File: src/usb_pin_pkg.sv
// Shared constants, encodings and timing for the pin function block.
package usb_pin_pkg;

  localparam int CLK_PERIOD_NS = 4;
  localparam int STROBE_NS = 32;
  localparam int STROBE_CYCLES =
    (STROBE_NS + CLK_PERIOD_NS - 1) / CLK_PERIOD_NS;
  localparam int SOF_STATES = 8;
  localparam int RESET_HOLD_PERIODS = 64;
  localparam int CNT_W = 8;
  localparam int ADDR_W = 16;
  localparam int DATA_W = 8;
  localparam int ADDR_HI_LSB = 8;

  localparam logic [7:0] ADDR_HI_RST = 8'hff;
  localparam logic [7:0] LOW_BUS_RST = 8'hff;
  localparam logic [7:0] RDATA_RST = 8'h00;
  localparam logic [15:0] ADDR_RST = 16'h0000;

  typedef enum logic [1:0] {
    KIND_FETCH = 2'b00,
    KIND_READ = 2'b01,
    KIND_WRITE = 2'b10
  } cycle_kind_t;

  typedef enum logic [1:0] {
    BUS_IDLE = 2'b00,
    BUS_ADDR = 2'b01,
    BUS_STROBE = 2'b10,
    BUS_DONE = 2'b11
  } bus_state_t;

  typedef enum logic [1:0] {
    MODE_RUN = 2'b00,
    MODE_IDLE = 2'b01,
    MODE_PDOWN = 2'b10
  } power_mode_t;

endpackage

File: src/pin_sync_if.sv
// Raw pin level in, filtered level out, between a synchroniser and its user.
`timescale 1ns/1ps
interface pin_sync_if #(parameter int W = 1);
  logic [W-1:0] raw;
  logic [W-1:0] clean;
  modport sync (input raw, output clean);
  modport user (output raw, input clean);
endinterface

File: src/pin_sync.sv
// Three-stage pin synchroniser that accepts a change once the last two stages agree.
`timescale 1ns/1ps
module pin_sync #(
  parameter int W = 1,
  parameter logic [W-1:0] RST_VAL = '0
) (
  // Clock and reset
  input wire logic core_clk,
  input wire logic rst_b,
  // Pin levels
  pin_sync_if.sync port
);

  logic [W-1:0] stage1;
  logic [W-1:0] stage2;
  logic [W-1:0] stage3;
  logic [W-1:0] clean;

  wire agree = (stage2 == stage3);

  always_ff @(posedge core_clk) begin
    if (!rst_b) begin
      stage1 <= RST_VAL;
      stage2 <= RST_VAL;
      stage3 <= RST_VAL;
      clean <= RST_VAL;
    end else begin
      stage1 <= port.raw;
      stage2 <= stage1;
      stage3 <= stage2;
      if (agree) begin
        clean <= stage3;
      end
    end
  end

  assign port.clean = clean;

endmodule

File: src/usb_ctrl_pin_functions.sv
// Pin level logic: memory strobes, indicators, frame pulse and reset pin.
// Behaviour
// [RL1] Data LED output active low, idles high.
// [RL2] Isolated power control active low, idles high.
// [RL3] Modem reset active low, holds modem side.
// [RL4] Upper address byte driven on dedicated port.
// [RL5] Program fetch strobe only for code reads.
// [RL6] Data read strobe only for data reads.
// [RL7] Write strobe asserted for external memory writes.
// [RL8] Reset pin held 64 periods resets chip.
// [RL9] Reset pin high forces pins to reset.
// [RL10] Reset pin exits idle or powerdown mode.
// [RL11] Start of frame pulse lasts eight states.
// [RL12] Rate select strap tied high for full speed.
// [RL13] Address latch strobe opens every bus cycle.
// [RL14] Low address and data share one bus.
// [RL15] Active low outputs stay high after reset.
`timescale 1ns/1ps
module usb_ctrl_pin_functions
  import usb_pin_pkg::*;
#(
  parameter int STROBE_LEN = STROBE_CYCLES,
  parameter int SOF_LEN = SOF_STATES,
  parameter int HOLD_LEN = RESET_HOLD_PERIODS
) (
  // Clock and reset
  input wire logic core_clk,
  input wire logic rst_b,
  // Reset pin and rate strap
  input wire logic rst_pin,
  input wire logic pll_rate_select,
  output logic full_speed_sel,
  // Low power control
  input wire logic idle_req,
  input wire logic powerdown_req,
  output logic [1:0] power_mode,
  // Firmware controls for the indicator outputs
  input wire logic led_on,
  input wire logic iso_power_on,
  input wire logic modem_side_reset_on,
  // Indicator and modem side outputs
  output logic data_led_n,
  output logic isolated_power_ctl_n,
  output logic modem_side_reset_n,
  // Frame timer
  input wire logic frame_locked,
  input wire logic sof_detect,
  output logic start_of_frame_n,
  // External memory cycle requests
  input wire logic req_valid,
  input wire logic [1:0] req_kind,
  input wire logic [ADDR_W-1:0] req_addr,
  input wire logic [DATA_W-1:0] req_wdata,
  output logic req_ready,
  output logic rsp_done,
  output logic [DATA_W-1:0] rsp_rdata,
  // External memory pins
  output logic [DATA_W-1:0] upper_addr_port,
  output logic addr_latch_strobe,
  input wire logic [DATA_W-1:0] addr_data_low_in,
  output logic [DATA_W-1:0] addr_data_low_out,
  output logic addr_data_low_oe,
  output logic program_fetch_strobe_n,
  output logic data_read_strobe_n,
  output logic write_strobe_n
);

  pin_sync_if #(.W(1)) rst_sync_if();
  pin_sync_if #(.W(1)) pll_sync_if();
  pin_sync_if #(.W(DATA_W)) low_sync_if();

  assign rst_sync_if.raw = rst_pin;
  assign pll_sync_if.raw = pll_rate_select;
  assign low_sync_if.raw = addr_data_low_in;

  pin_sync #(.W(1), .RST_VAL(1'b0)) u_rst_sync (
    .core_clk(core_clk),
    .rst_b(rst_b),
    .port(rst_sync_if.sync)
  );

  pin_sync #(.W(1), .RST_VAL(1'b0)) u_pll_sync (
    .core_clk(core_clk),
    .rst_b(rst_b),
    .port(pll_sync_if.sync)
  );

  pin_sync #(.W(DATA_W), .RST_VAL(LOW_BUS_RST)) u_low_sync (
    .core_clk(core_clk),
    .rst_b(rst_b),
    .port(low_sync_if.sync)
  );

  bus_state_t state;
  bus_state_t next_state;
  power_mode_t mode;
  power_mode_t next_mode;
  logic [CNT_W-1:0] strobe_cnt;
  logic [CNT_W-1:0] sof_cnt;
  logic [CNT_W-1:0] hold_cnt;
  logic [1:0] cur_kind;
  logic [ADDR_W-1:0] cur_addr;
  logic [DATA_W-1:0] cur_wdata;

  wire pin_rst = rst_sync_if.clean[0];
  wire hold_end = (hold_cnt == CNT_W'(HOLD_LEN - 1));
  wire chip_rst = pin_rst && hold_end; // [RL8]
  wire req_take = req_valid && req_ready;
  wire strobe_last = (strobe_cnt == '0);
  wire [1:0] act_kind = req_take ? req_kind : cur_kind;
  wire [ADDR_W-1:0] act_addr = req_take ? req_addr : cur_addr;
  wire [DATA_W-1:0] act_wdata = req_take ? req_wdata : cur_wdata;
  wire next_busy = (next_state != BUS_IDLE);
  wire next_addr_ph = (next_state == BUS_ADDR) && !pin_rst;
  wire next_strobe_ph = (next_state == BUS_STROBE) && !pin_rst;
  wire next_write_ph = next_strobe_ph && (act_kind == KIND_WRITE);
  wire capture = (state == BUS_STROBE) && strobe_last &&
                 (cur_kind != KIND_WRITE);
  wire sof_start = frame_locked && sof_detect && (sof_cnt == '0);

  // Bus cycle sequencing; the reset pin aborts any cycle in flight.
  always_comb begin
    next_state = state;
    case (state)
      BUS_IDLE: begin
        if (req_take) begin
          next_state = BUS_ADDR;
        end
      end
      BUS_ADDR: begin
        next_state = BUS_STROBE; // [RL13]
      end
      BUS_STROBE: begin
        if (strobe_last) begin
          next_state = BUS_DONE;
        end
      end
      BUS_DONE: begin
        next_state = BUS_IDLE;
      end
      default: begin
        next_state = BUS_IDLE;
      end
    endcase
    if (pin_rst) begin
      next_state = BUS_IDLE; // [RL9]
    end
  end

  // Low power mode entry by request, exit on the reset pin.
  always_comb begin
    next_mode = mode;
    case (mode)
      MODE_RUN: begin
        if (powerdown_req && state == BUS_IDLE) begin
          next_mode = MODE_PDOWN;
        end else if (idle_req && state == BUS_IDLE) begin
          next_mode = MODE_IDLE;
        end
      end
      MODE_IDLE: begin
        next_mode = MODE_IDLE;
      end
      MODE_PDOWN: begin
        next_mode = MODE_PDOWN;
      end
      default: begin
        next_mode = MODE_RUN;
      end
    endcase
    if (pin_rst) begin
      next_mode = MODE_RUN; // [RL10]
    end
  end

  wire next_req_ready = !next_busy && (next_mode == MODE_RUN) && !pin_rst;
  wire [DATA_W-1:0] next_upper = (next_busy && !pin_rst) ?
                                 act_addr[ADDR_W-1:ADDR_HI_LSB] :
                                 ADDR_HI_RST; // [RL4]
  wire [DATA_W-1:0] next_low_out = next_addr_ph ? act_addr[DATA_W-1:0] :
                                   next_write_ph ? act_wdata :
                                   LOW_BUS_RST; // [RL14]
  wire next_low_oe = next_addr_ph || next_write_ph; // [RL14]
  wire next_fetch_n = !(next_strobe_ph && act_kind == KIND_FETCH); // [RL5]
  wire next_read_n = !(next_strobe_ph && act_kind == KIND_READ); // [RL6]
  wire next_write_n = !next_write_ph; // [RL7]
  wire [CNT_W-1:0] next_strobe_cnt = (next_state == BUS_ADDR) ?
                                     CNT_W'(STROBE_LEN - 1) :
                                     (state == BUS_STROBE && !strobe_last) ?
                                     strobe_cnt - 1'b1 : strobe_cnt;
  wire [CNT_W-1:0] next_sof_cnt = chip_rst ? '0 :
                                  sof_start ? CNT_W'(SOF_LEN) :
                                  (sof_cnt != '0) ? sof_cnt - 1'b1 :
                                  sof_cnt; // [RL11]
  wire [CNT_W-1:0] next_hold_cnt = !pin_rst ? '0 :
                                   hold_end ? hold_cnt :
                                   hold_cnt + 1'b1; // [RL8]

  always_ff @(posedge core_clk) begin
    if (!rst_b) begin
      state <= BUS_IDLE;
      mode <= MODE_RUN;
      strobe_cnt <= '0;
      sof_cnt <= '0;
      hold_cnt <= '0;
      cur_kind <= KIND_FETCH;
      cur_addr <= ADDR_RST;
      cur_wdata <= RDATA_RST;
    end else begin
      state <= next_state;
      mode <= next_mode;
      strobe_cnt <= next_strobe_cnt;
      sof_cnt <= next_sof_cnt;
      hold_cnt <= next_hold_cnt;
      cur_kind <= act_kind;
      cur_addr <= act_addr;
      cur_wdata <= act_wdata;
    end
  end

  // Pin registers; the reset pin forces every pin to its reset level.
  always_ff @(posedge core_clk) begin
    if (!rst_b) begin
      data_led_n <= 1'b1; // [RL15]
      isolated_power_ctl_n <= 1'b1; // [RL15]
      modem_side_reset_n <= 1'b1; // [RL15]
      start_of_frame_n <= 1'b1;
      upper_addr_port <= ADDR_HI_RST;
      addr_latch_strobe <= 1'b0;
      addr_data_low_out <= LOW_BUS_RST;
      addr_data_low_oe <= 1'b0;
      program_fetch_strobe_n <= 1'b1;
      data_read_strobe_n <= 1'b1;
      write_strobe_n <= 1'b1;
    end else begin
      data_led_n <= pin_rst || !led_on; // [RL1] [RL9]
      isolated_power_ctl_n <= pin_rst || !iso_power_on; // [RL2] [RL9]
      modem_side_reset_n <= pin_rst || !modem_side_reset_on; // [RL3]
      start_of_frame_n <= pin_rst || (next_sof_cnt == '0); // [RL11]
      upper_addr_port <= next_upper;
      addr_latch_strobe <= next_addr_ph; // [RL13]
      addr_data_low_out <= next_low_out;
      addr_data_low_oe <= next_low_oe;
      program_fetch_strobe_n <= next_fetch_n;
      data_read_strobe_n <= next_read_n;
      write_strobe_n <= next_write_n;
    end
  end

  // Request answers and the strap latched by a full chip reset.
  always_ff @(posedge core_clk) begin
    if (!rst_b) begin
      req_ready <= 1'b0;
      rsp_done <= 1'b0;
      rsp_rdata <= RDATA_RST;
      full_speed_sel <= 1'b0;
    end else begin
      req_ready <= next_req_ready;
      rsp_done <= (next_state == BUS_DONE);
      if (capture) begin
        rsp_rdata <= low_sync_if.clean;
      end
      if (chip_rst) begin
        full_speed_sel <= pll_sync_if.clean[0]; // [RL12]
      end
    end
  end

  assign power_mode = mode;
endmodule

File: config.mk
export PLATFORM = sky130hd
export DESIGN_NAME = usb_ctrl_pin_functions
export DESIGN_NICKNAME = d
export VERILOG_FILES = /design/src/usb_pin_pkg.sv /design/src/pin_sync_if.sv /design/src/pin_sync.sv /design/src/usb_ctrl_pin_functions.sv
export SDC_FILE = /design/constraint.sdc
export NUM_CORES = 1
export LEC_CHECK = 0
export ABC_CLOCK_PERIOD_IN_PS = 1950
export BUFFER_PORTS_ARGS = -buffer_cell sky130_fd_sc_hd__buf_2
export CAP_MARGIN = 10
export CORE_AREA = 4 4 99 101
export CTS_CLUSTER_DIAMETER = 40
export CTS_CLUSTER_SIZE = 12
export DETAILED_ROUTE_END_ITERATION = 8
export DIE_AREA = 0 0 103 105
export PLACE_DENSITY = 0.78
export SLEW_MARGIN = 30
export SYNTH_ARGS = -nofsm -noshare
export SYNTH_HDL_FRONTEND = slang
export SYNTH_SLANG_ARGS = --single-unit
File: constraint.sdc
create_clock -name core_clk -period 1.95 [get_ports core_clk]
set_input_delay 0.195 -clock core_clk [delete_from_list [all_inputs] [get_ports core_clk]]
set_output_delay 0.195 -clock core_clk [all_outputs]
set_load 0.05 [all_outputs]
# Yosys cells after proc, flatten, opt, wreduce, memory -nomap -nowiden
# Index checks and enable logic that the tools add are counted.
dict set report word_totals {
  wordCells 117
  in_bits 46
  reg_bits 130
}
dict set report op_classes {
  bitwise 1
  eq_ne 15
  reduce_logical 44
  addsub 3
  mux 18
}
# cell count
set op_table {}
lappend op_table {{$mux 8} 6}
lappend op_table {{$logic_not 8->1} 3}
lappend op_table {{$logic_and 1x1->1} 17}
lappend op_table {{$mux 16} 1}
lappend op_table {{$sub 8x1->8 const B} 2}
lappend op_table {{$mux 2} 7}
lappend op_table {{$eq 2x2->1 const B} 6}
lappend op_table {{$logic_not 1->1} 9}
lappend op_table {{$add 8x1->8 const B} 1}
lappend op_table {{$eq 2x1->1 const B} 4}
lappend op_table {{$eq 8x6->1 const B} 1}
lappend op_table {{$eq 8x8->1} 1}
lappend op_table {{$logic_not 2->1} 4}
lappend op_table {{$pmux 2 s4} 1}
lappend op_table {{$reduce_bool 8->1} 1}
lappend op_table {{$mux 3} 2}
lappend op_table {{$pmux 2 s3} 1}
lappend op_table {{$logic_or 1x1->1} 5}
lappend op_table {{$reduce_and 2->1} 2}
lappend op_table {{$reduce_bool 2->1} 2}
lappend op_table {{$eq 1x1->1} 2}
lappend op_table {{$ne 2x2->1 const B} 1}
lappend op_table {{$reduce_or 2->1} 1}
lappend op_table {{$not 1->1} 1}

# Depth between registers and ports, before layout
# Gate-level depths: netlist of the first run.
dict set report logic_depth {
  depth_word 9
  mapped_depth 7
  ltp_nobuf 7
}

# By module
# A second synthesis of the first run with hierarchy kept.
dict set report unflattened {
  hier_cells 466
  area_unflattened_um2 4917.2
}
# mod seq_area_each_um2 cells_per_inst instances area_each_um2
set by_module_without_submodules {}
lappend by_module_without_submodules {usb_ctrl_pin_functions 1801.7 351 1 3593.4}
lappend by_module_without_submodules {{pin_sync at u_low_sync} 640.6 95 1 1091.0}
lappend by_module_without_submodules {{pin_sync at u_pll_sync ...} 80.1 10 2 116.4}

# Worst setup path before layout of the first run
# Ideal clock, no wire load.
dict set report synth_path {
  kind {reg-to-reg}
  startpoint {register hold_cnt[0]}
  endpoint {register sof_cnt[2]}
  synth_period_minus_slack_ns 1.778
  required_ns 1.832
  setup_slack_ns 0.172
  n_path_buf 1
  path_stages_with_launch 7
  t_arrival_ns 1.660
  setup_time_ns 0.118
  path_cell_list {dfxtp_1 > ha_1 > or3b_2 > clkbuf_2 > o31ai_4 > nand2b_1 > nor2_1}
}
dict set report synth_via {
  elab_chain_len 3
}
# element line
set synth_lines {}
lappend synth_lines {{start: declaration} usb_ctrl_pin_functions.sv:100} ;# logic [CNT_W-1:0] hold_cnt;
lappend synth_lines {{start signal: assignment} usb_ctrl_pin_functions.sv:214} ;# hold_cnt <= next_hold_cnt;
lappend synth_lines {{$eq 8x6->1} usb_ctrl_pin_functions.sv:106} ;# wire hold_end = (hold_cnt == CNT_W'(HOLD_LEN - 1));
lappend synth_lines {{$logic_and 1x1->1} usb_ctrl_pin_functions.sv:107} ;# wire chip_rst = pin_rst && hold_end;
lappend synth_lines {{$mux 8} usb_ctrl_pin_functions.sv:191} ;# wire [CNT_W-1:0] next_sof_cnt = chip_rst ? '0 :
lappend synth_lines {{end signal: assignment} usb_ctrl_pin_functions.sv:213} ;# sof_cnt <= next_sof_cnt;
lappend synth_lines {{end: declaration} usb_ctrl_pin_functions.sv:99} ;# logic [CNT_W-1:0] sof_cnt;
# Every way passes these cells.
# A chain may end at the register's enable or synchronous reset.

# Final worst setup path of the first run
dict set report layout_path {
  startpoint {register strobe_cnt[0]}
  endpoint {register addr_data_low_out[2]}
}
dict set report layout_via {
  elab_chain_len 9
  word_cells_on_any_way 11
}
# element line
set layout_lines {}
lappend layout_lines {{start: declaration} usb_ctrl_pin_functions.sv:98} ;# logic [CNT_W-1:0] strobe_cnt;
lappend layout_lines {{start signal: assignment} usb_ctrl_pin_functions.sv:212} ;# strobe_cnt <= next_strobe_cnt;
lappend layout_lines {{$logic_not 8->1 *} usb_ctrl_pin_functions.sv:109} ;# wire strobe_last = (strobe_cnt == '0);
lappend layout_lines {{$mux 2 *} usb_ctrl_pin_functions.sv:134} ;# if (strobe_last) begin
lappend layout_lines {{$pmux 2 s4 *} usb_ctrl_pin_functions.sv:124} ;# case (state)
lappend layout_lines {{$mux 2 *} usb_ctrl_pin_functions.sv:145} ;# if (pin_rst) begin
lappend layout_lines {{$eq 2x2->1} usb_ctrl_pin_functions.sv:115} ;# wire next_strobe_ph = (next_state == BUS_STROBE) && !pin_rst;
lappend layout_lines {{$logic_and 1x1->1} usb_ctrl_pin_functions.sv:115}
lappend layout_lines {{$logic_and 1x1->1} usb_ctrl_pin_functions.sv:116} ;# wire next_write_ph = next_strobe_ph && (act_kind == KIND_WRITE);
lappend layout_lines {{$mux 8} usb_ctrl_pin_functions.sv:181} ;# next_write_ph ? act_wdata :
lappend layout_lines {{$mux 8 *} usb_ctrl_pin_functions.sv:180} ;# wire [DATA_W-1:0] next_low_out = next_addr_ph ? act_addr[DATA_W-1:0] :
lappend layout_lines {{end signal: assignment} usb_ctrl_pin_functions.sv:242} ;# addr_data_low_out <= next_low_out;
lappend layout_lines {{end: declaration} usb_ctrl_pin_functions.sv:61} ;# output logic [DATA_W-1:0] addr_data_low_out,
# Mark *: on every way between the ends. The rest lies on a longest branch, timed or not.

==> out/qor.yml, run 1 <==
outcome: "finished clean"
peakVddDrop_v: 0.000758
finalMaxSlewViolations: 0
hold_end: "cur_kind[1]$_SDFF_PN0_"
pin_count: 84
p_per_area_mw_per_mm2: 1490
grt_pass1_vias: 3965
grt_util_met3_pct: 6.74
yosysTopAreaCell: "dfxtp_1"
top_register: "cur_addr"
max_cap_viol_count: 0
wl_per_cell_um: 14.8
drt_iter0_markers: 164
fillers: 625
synth_top_area_share_pct: 53.6
fin_crit_ns: 1.90
async_flop_share_pct: 0
die_area_mm2: 0.0108
place_area_mm2: 0.00549
core_mm2: 0.00902
use_met1_pct: 23.8
yosys_warnings: 0
hp-class: "input pin to register"
crit_required_ns: 2.34
cp-start-kind: "register"
routabilityCongestion: 0.851
fin_area_mm2: 0.00649
p_total_mw: 9.67
fmax_mhz: 526
antennaDiodeCount: 0
cts.clk_slew.worst_paths_ns: 0.06
synth_edf_count: 0
synth_area_mm2: 0.00486
whs_ns: 0.0150
overflow: 0
period_share_pct: 97.5
fin_skew_ns: 0.00735
path_class: "register to register"
die_w_um: 103
clockRootBuffer: "clkbuf_8"
busiest_layer: "met2"
power.leakage_nw: 2.90
cp.arrival_ns: 2.29
setup_viol: 0
die_y_um: 105
synth_cells: 473
grt_pass1_wl_um: 17900
ys_seq_elements: 130
areaGrowthSynthToFinish_pct: 33.7
hold_viol_final: 0
track_usage_pct: 20.8
ant_nets: 0
htree_num_levels: 4
regToRegStartpoint: "strobe_cnt[0]$_SDFFE_PN0P_"
via_count: 3874
crit_path_max_fanout: 8
initial_core_util_pct: 53.8
numCtsBuffers: 17
dr.pass1.iters: 4
grtUsageMet2_pct: 35.5
io_buffers: 83
nets: 666
slew_headroom_pct: 68.9
drt-total-wl_um: 10900
rows: 35
ys_types: 59
worst_pin_slew_ns: 0.465
hp-start: "req_kind[1]"
yosys-top-cells-area: "dfxtp_1, mux2i_1, nor2_1"
ff2ff_setup_slack_ns: 0.05
layout-drive-gt1-share_pct: 25.8
crit_path_end_kind: "register"
reg2reg_depth: 7
syn_area_per_cell_um2: 10.3
drcViolationCount: 0
dp_hpwl_um: 6550
antenna_found_initial: 0
largest_register_ffs: 16
cts_tree: "yes"
min_path_cells: 3
yosysSeqAreaShare_pct: 53.6
syn-num-nets: 527
synthFlopType: "dfxtp_1"
grt_max_degree: 42
clk_latency_ns: 0.52
cts.sinks: 130
cts_buffer_depth: 2
r2r-end: "addr_data_low_out[2]$_SDFF_PN1_"
via_per_inst: 5.26
[final cells by class]
type,instances,area [µm²],share of cell area (%)
flip-flops and latches,130,2610,40.1
well taps,111,139,2.14
repair buffers,138,993,15.3
multi-input cells,310,2150,33.1
clock buffers,17,414,6.38
inverters,15,56.3,0.867
clock inverters,15,136,2.10
[worst max-delay path, stage by stage, from the launching register on]
cell,delay (ns)
dfxtp_2,0.34
inv_2,0.06
ha_4,0.16
nor3b_4,0.19
a211o_2,0.34
a221oi_4,0.42
clkbuf_16,0.21
a22oi_1,0.06
[routing by layer]
| metal | routed length [µm] | up-vias |
|---|---|---|
| li1 | - | 1914 |
| met1 | 4460 | 1821 |
| met2 | 5560 | 125 |
| met3 | 726 | 14 |
| met4 | 157 | 0 |
| met5 | 0 | - |
[how the worst max path moves through the flow]
stage,startpoint,endpoint,slack (ns),depth (start not counted)
global placement,strobe_cnt[0]$_SDFFE_PN0P_,addr_data_low_out[2]$_SDFF_PN1_,0.07,7
finish,strobe_cnt[0]$_SDFFE_PN0P_,addr_data_low_out[2]$_SDFF_PN1_,0.05,7
global route,strobe_cnt[1]$_SDFFE_PN0P_,addr_data_low_out[2]$_SDFF_PN1_,-0.01,7
detailed placement,strobe_cnt[0]$_SDFFE_PN0P_,addr_data_low_out[3]$_SDFF_PN1_,-0.04,7
floorplan,hold_cnt[0]$_SDFFE_PN0P_,sof_cnt[2]$_SDFF_PN0_,0.17,6
CTS,state[0]$_SDFF_PN0_,strobe_cnt[3]$_SDFFE_PP0P_,0.02,6
[metrics by stage]
stage | setup TNS (ns) | utilization, % | cells | setup WS (ns)
after floorplan | 0 | - | 473 | 0.172
after global placement | 0 | 60.8 | 664 | 0.0732
after detailed placement | -0.321 | 60.8 | 664 | -0.0397
after CTS | 0 | 71.3 | 735 | 0.0181
after global routing | -0.0268 | 72.0 | 736 | -0.0139
final | 0 | 72.0 | 736 | 0.0496
[report_power, final]
| part | switching, mW | internal, mW | leakage, nW |
|---|---|---|---|
| combinational | 2.09 | 1.30 | 1.56 |
| clock | 1.29 | 1.62 | 0.266 |
| sequential | 0.273 | 3.10 | 1.07 |
| total | 3.65 | 6.02 | 2.90 |
[layout by cell type, fill, tap and decap left out, drive strengths merged, types with 4 or more instances in the layout]
cell / count
o21ai: 16
nor3: 5
a21oi: 14
xor2: 8
nand2: 22
ha: 8
and2: 7
xnor2: 14
buf: 98
dfxtp: 130
inv: 26
a22oi: 8
a21o: 4
mux2i: 36
nor2: 61
nor4: 5
nand2b: 26
a211oi: 4
clkbuf: 18
dlygate4sd3: 39
nand3: 27
nand4: 7
[timing repair]
| item | CTS | global route |
|---|---|---|
| pin swaps | 0 | 5 |
| gates resized for setup | 1 | 13 |
| endpoints found under the hold margin | 49 | 0 |
| cloned | 0 | 1 |
| endpoints found under the setup margin | 13 | 21 |
| hold buffers | 39 | 0 |
| buffers inserted | 0 | 0 |
[cell families after synthesis]
| kind of cell | Yosys count | synth area share (%) |
|---|---|---|
| AO/OA/AOI/OAI | 65 | 10.3 |
| XOR/XNOR | 22 | 3.97 |
| adder cells (fa/ha/maj) | 8 | 2.06 |
| buffers and inverters | 33 | 2.96 |
| flip-flops | 130 | 53.6 |
| multiplexers | 36 | 7.42 |
| AND/OR/NAND/NOR | 179 | 19.7 |
[cell usage after synthesis, drive strengths merged, types with 2 or more instances]
cell     count
a211o        2
a211oi       4
a21o         4
a21oi       14
a22oi        8
a31oi        3
and2         7
and4         3
buf          6
clkbuf      12
dfxtp      130
ha           8
inv         15
mux2i       36
nand2       22
nand2b      26
nand3       27
nand4        7
nand4b       2
nor2        61
nor2b        2
nor3         5
nor3b        3
nor4         5
o2111ai      3
o21ai       16
o31ai        2
or2          2
or3b         2
or4          2
xnor2       14
xor2         8
(Power assumes the default switching activity.)
==> inputs of run 2 (changes only) <==
Settings changed: ABC_AREA set to 1, CORE_AREA 4 4 99 101 to 4 4 100 102, DIE_AREA 0 0 103 105 to 0 0 104 106, PLACE_DENSITY 0.78 to 0.77.
==> out/qor.yml, run 2 <==
io_buffers: 83  # unchanged
crit_path_max_fanout: 10  # was 8
via_count: 4119  # was 3874
syn-num-nets: 663  # was 527
fin_skew_ns: 0.0176  # was 0.00735 ns
nets: 789  # was 666
yosys-top-cells-area: "dfxtp_1, nand2_1, inv_1"  # was dfxtp_1, mux2i_1, nor2_1
rows: 35  # unchanged
antenna_found_initial: 0  # unchanged
cts.sinks: 130  # unchanged
final_cell_mix: "dfxtp_1, nand2_1, inv_1, nor2_1, buf_2"  # was dfxtp_1, buf_2, nor2_1, dlygate4sd3_1, mux2i_1
path_class: "register to register"  # unchanged
top_layer: "met4"  # unchanged
p_per_area_mw_per_mm2: 1340  # was 1490 mW/mm²
drt-total-wl_um: 10900  # about the same
regToRegStartpoint: "state[0]$_SDFF_PN0_"  # was strobe_cnt[0]$_SDFFE_PN0P_
reg2reg_depth: 8  # was 7
hp-class: "input pin to register"  # unchanged
power.clock.fraction_pct: 34.0  # was 30.2%
cp-start-kind: "register"  # unchanged
wl_met2_um: 5570  # was 5560 µm
overflow: 0  # unchanged
fmax_mhz: 560  # was 526 MHz
dr.pass1.iters: 5  # was 4
ys_types: 33  # was 59
hp-start: "req_wdata[2]"  # was req_kind[1]
yosysTopAreaCell: "dfxtp_1"  # unchanged
pwr-share-comb_pct: 28.7  # was 35.0%
slew_headroom_pct: 61.5  # was 68.9%
async_flop_share_pct: 0  # unchanged
pin_count: 84  # unchanged
path_cells: "inv_1 -> ha_1 -> a22oi_1 -> nand2_4 -> nor2_2 -> nand2_4 -> nor2_1 -> nor2_1"  # was inv_2 -> ha_4 -> nor3b_4 -> a211o_2 -> a221oi_4 -> clkbuf_16 -> a22oi_1
areaGrowthSynthToFinish_pct: 28.7  # was 33.7%
startpoint: "state[0]$_SDFF_PN0_"  # was strobe_cnt[0]$_SDFFE_PN0P_
wl_per_cell_um: 12.7  # was 14.8 µm
p_seq_share_pct: 37.3  # was 34.8%
top_register: "cur_addr"  # unchanged
initial_core_util_pct: 54.1  # was 53.8%
crit_required_ns: 2.34  # about the same
track_usage_pct: 20.7  # was 20.8%
finalMaxSlewViolations: 0  # unchanged
crit_path_end_kind: "register"  # unchanged
fin_crit_ns: 1.78  # was 1.90 ns
synth_common_cells: "dfxtp_1, nand2_1, inv_1"  # was dfxtp_1, nor2_1, mux2i_1
syn_area_per_cell_um2: 8.10  # was 10.3 µm²
path_delay_family: "simple AND/OR/NAND/NOR gates"  # was compound AO/OA/AOI/OAI gates
die_area_mm2: 0.0110  # was 0.0108 mm²
die_w_um: 104  # was 103 µm
synth_edf_count: 0  # unchanged
r2r-end: "addr_data_low_out[4]$_SDFF_PN1_"  # was addr_data_low_out[2]$_SDFF_PN1_
worst-path-buf-inv: 1  # was 2
cp.depth: 8  # was 7
clk_latency_ns: 0.51  # was 0.52 ns
htree_num_levels: 4  # unchanged
drt_iter0_markers: 115  # was 164
final_cells: 859  # was 736
swShare_pct: 36.8  # was 37.8%
critPathMaxStageDelay_ns: 0.33  # was 0.42 ns
drcViolationCount: 0  # unchanged
cts_buffer_depth: 2  # unchanged
yosysSeqAreaShare_pct: 52.8  # was 53.6%
hold_viol_final: 0  # unchanged
grt_pass1_vias: 4141  # was 3965
setup_tns_ns: 0  # unchanged
placed_cells: 794  # was 664
numCtsBuffers: 17  # unchanged
cts.clk_slew.worst_paths_ns: 0.06  # about the same
synth.most_common_cell: "dfxtp_1"  # unchanged
synth_area_mm2: 0.00493  # was 0.00486 mm²
peakVddDrop_v: 0.000744  # was 0.000758 V
wl_met1_um: 4660  # was 4460 µm
largest_register_ffs: 16  # unchanged
wl_met3_um: 453  # was 726 µm
max_cap_viol_count: 0  # unchanged
antennaDiodeCount: 0  # unchanged
period_share_pct: 91.5  # was 97.5%
via_per_inst: 4.80  # was 5.26
synth_cells: 609  # was 473
grt_pass1_wl_um: 18500  # was 17900 µm
yosys_warnings: 0  # unchanged
clockRootBuffer: "clkbuf_8"  # unchanged
p_int_mw: 5.40  # was 6.02 mW
routabilityCongestion: 0.836  # was 0.851
ant_nets: 0  # unchanged
cts_tree: "yes"  # unchanged
ys_seq_elements: 130  # unchanged
core_mm2: 0.00911  # was 0.00902 mm²
grt_max_degree: 41  # was 42
ctsResizeCount: 0  # was 1
fillers: 707  # was 625
dp_hpwl_um: 7200  # was 6550 µm
die_y_um: 106  # was 105 µm
rsz0062_at_grt: "no"
layout-drive-gt1-share_pct: 22.3  # was 25.8%
synthFlopType: "dfxtp_1"  # unchanged
final_common_cell: "dfxtp_1"  # unchanged
setup_viol: 0  # unchanged
worst_pin_slew_ns: 0.576  # was 0.465 ns
critical_path.slowest_cell: "dfxtp_1"  # was a221oi_4
p_switching_mw: 3.14  # was 3.65 mW
outcome: "finished clean"  # unchanged
ff2ff_setup_slack_ns: 0.17  # was 0.05 ns
cp.arrival_ns: 2.18  # was 2.29 ns
cp-endpoint: "addr_data_low_out[4]$_SDFF_PN1_"  # was addr_data_low_out[2]$_SDFF_PN1_
power.leakage_nw: 3.23  # was 2.90 nW
synth_top_area_share_pct: 52.8  # was 53.6%
run 2: final cells by class:
| class | instances | area (µm²) | share of cell area, % |
|---|---|---|---|
| inverter | 90 | 338 | 5.32 |
| tap | 111 | 139 | 2.19 |
| clock inverter | 15 | 140 | 2.21 |
| sequential | 130 | 2600 | 41.0 |
| multi-input combinational | 374 | 1930 | 30.3 |
| timing repair buffer | 122 | 791 | 12.5 |
| clock buffer | 17 | 414 | 6.52 |
run 2: power by group through the flow:
stage / registers [mW] / logic, mW / clock network (mW)
floorplan: 3.70 / 1.40 / 0
CTS: 3.18 / 2.45 / 2.96
global route: 3.22 / 2.72 / 3.09
detailed placement: 3.23 / 2.37 / 0
finish: 3.18 / 2.45 / 2.90
global placement: 3.22 / 2.31 / 0
run 2: kinds of logic after synthesis:
family	count (synthesis)	synth area share [%]
simple gates	277	25.2
flops	130	52.8
buf+inv	105	8.19
compound gates	61	6.67
xor+xnor	20	3.55
mux	8	1.62
fa+ha+maj	8	2.03
run 2: routing by layer:
layer,up-vias,GRT usage (%)
met2,82,36.3
li1,2121,-
met1,1898,23.5
met4,0,8.55
met5,-,0
met3,18,6.07
run 2: through the flow:
stage | setup slack, ns | total power, mW | cell area, µm² | hold WS, ns | utilization (%)
global placement | 0.308 | 5.53 | 5470 | 0.380 | 60.0
global route | 0.0595 | 9.02 | 6350 | 0.0439 | 69.7
floorplan | 0.382 | 5.10 | 4930 | 0.265 | -
detailed placement | 0.213 | 5.61 | 5470 | 0.379 | 60.0
finish | 0.165 | 8.54 | 6350 | 0.0195 | 69.7
CTS | 0.180 | 8.58 | 6350 | 0.00192 | 69.7
run 2: worst reg2reg max path, stage by stage, from the launching register on:
cell and delay [ns]:
dfxtp_1 0.33, inv_1 0.08, ha_1 0.28, a22oi_1 0.31, nand2_4 0.11, nor2_2 0.19, nand2_4 0.13, nor2_1 0.15
nor2_1 0.07
run 2: how the worst min path moves through the flow:
stage | endpoint | cells past startpoint
detailed placement | isolated_power_ctl_n$_SDFF_PN1_ | 2
global route | power_mode[0]$_SDFF_PN0_ | 4
global placement | u_low_sync.stage1[5]$_SDFF_PN1_ | 2
finish | cur_wdata[2]$_SDFF_PN0_ | 3
floorplan | data_led_n$_SDFF_PN1_ | 1
CTS | cur_wdata[4]$_SDFF_PN0_ | 3
run 2: what timing repair did:
item | CTS | global route
endpoints found under the hold margin | 41 | 0
setup buffers | 0 | 0
endpoints found under the setup margin | 0 | 0
hold buffers | 33 | 0
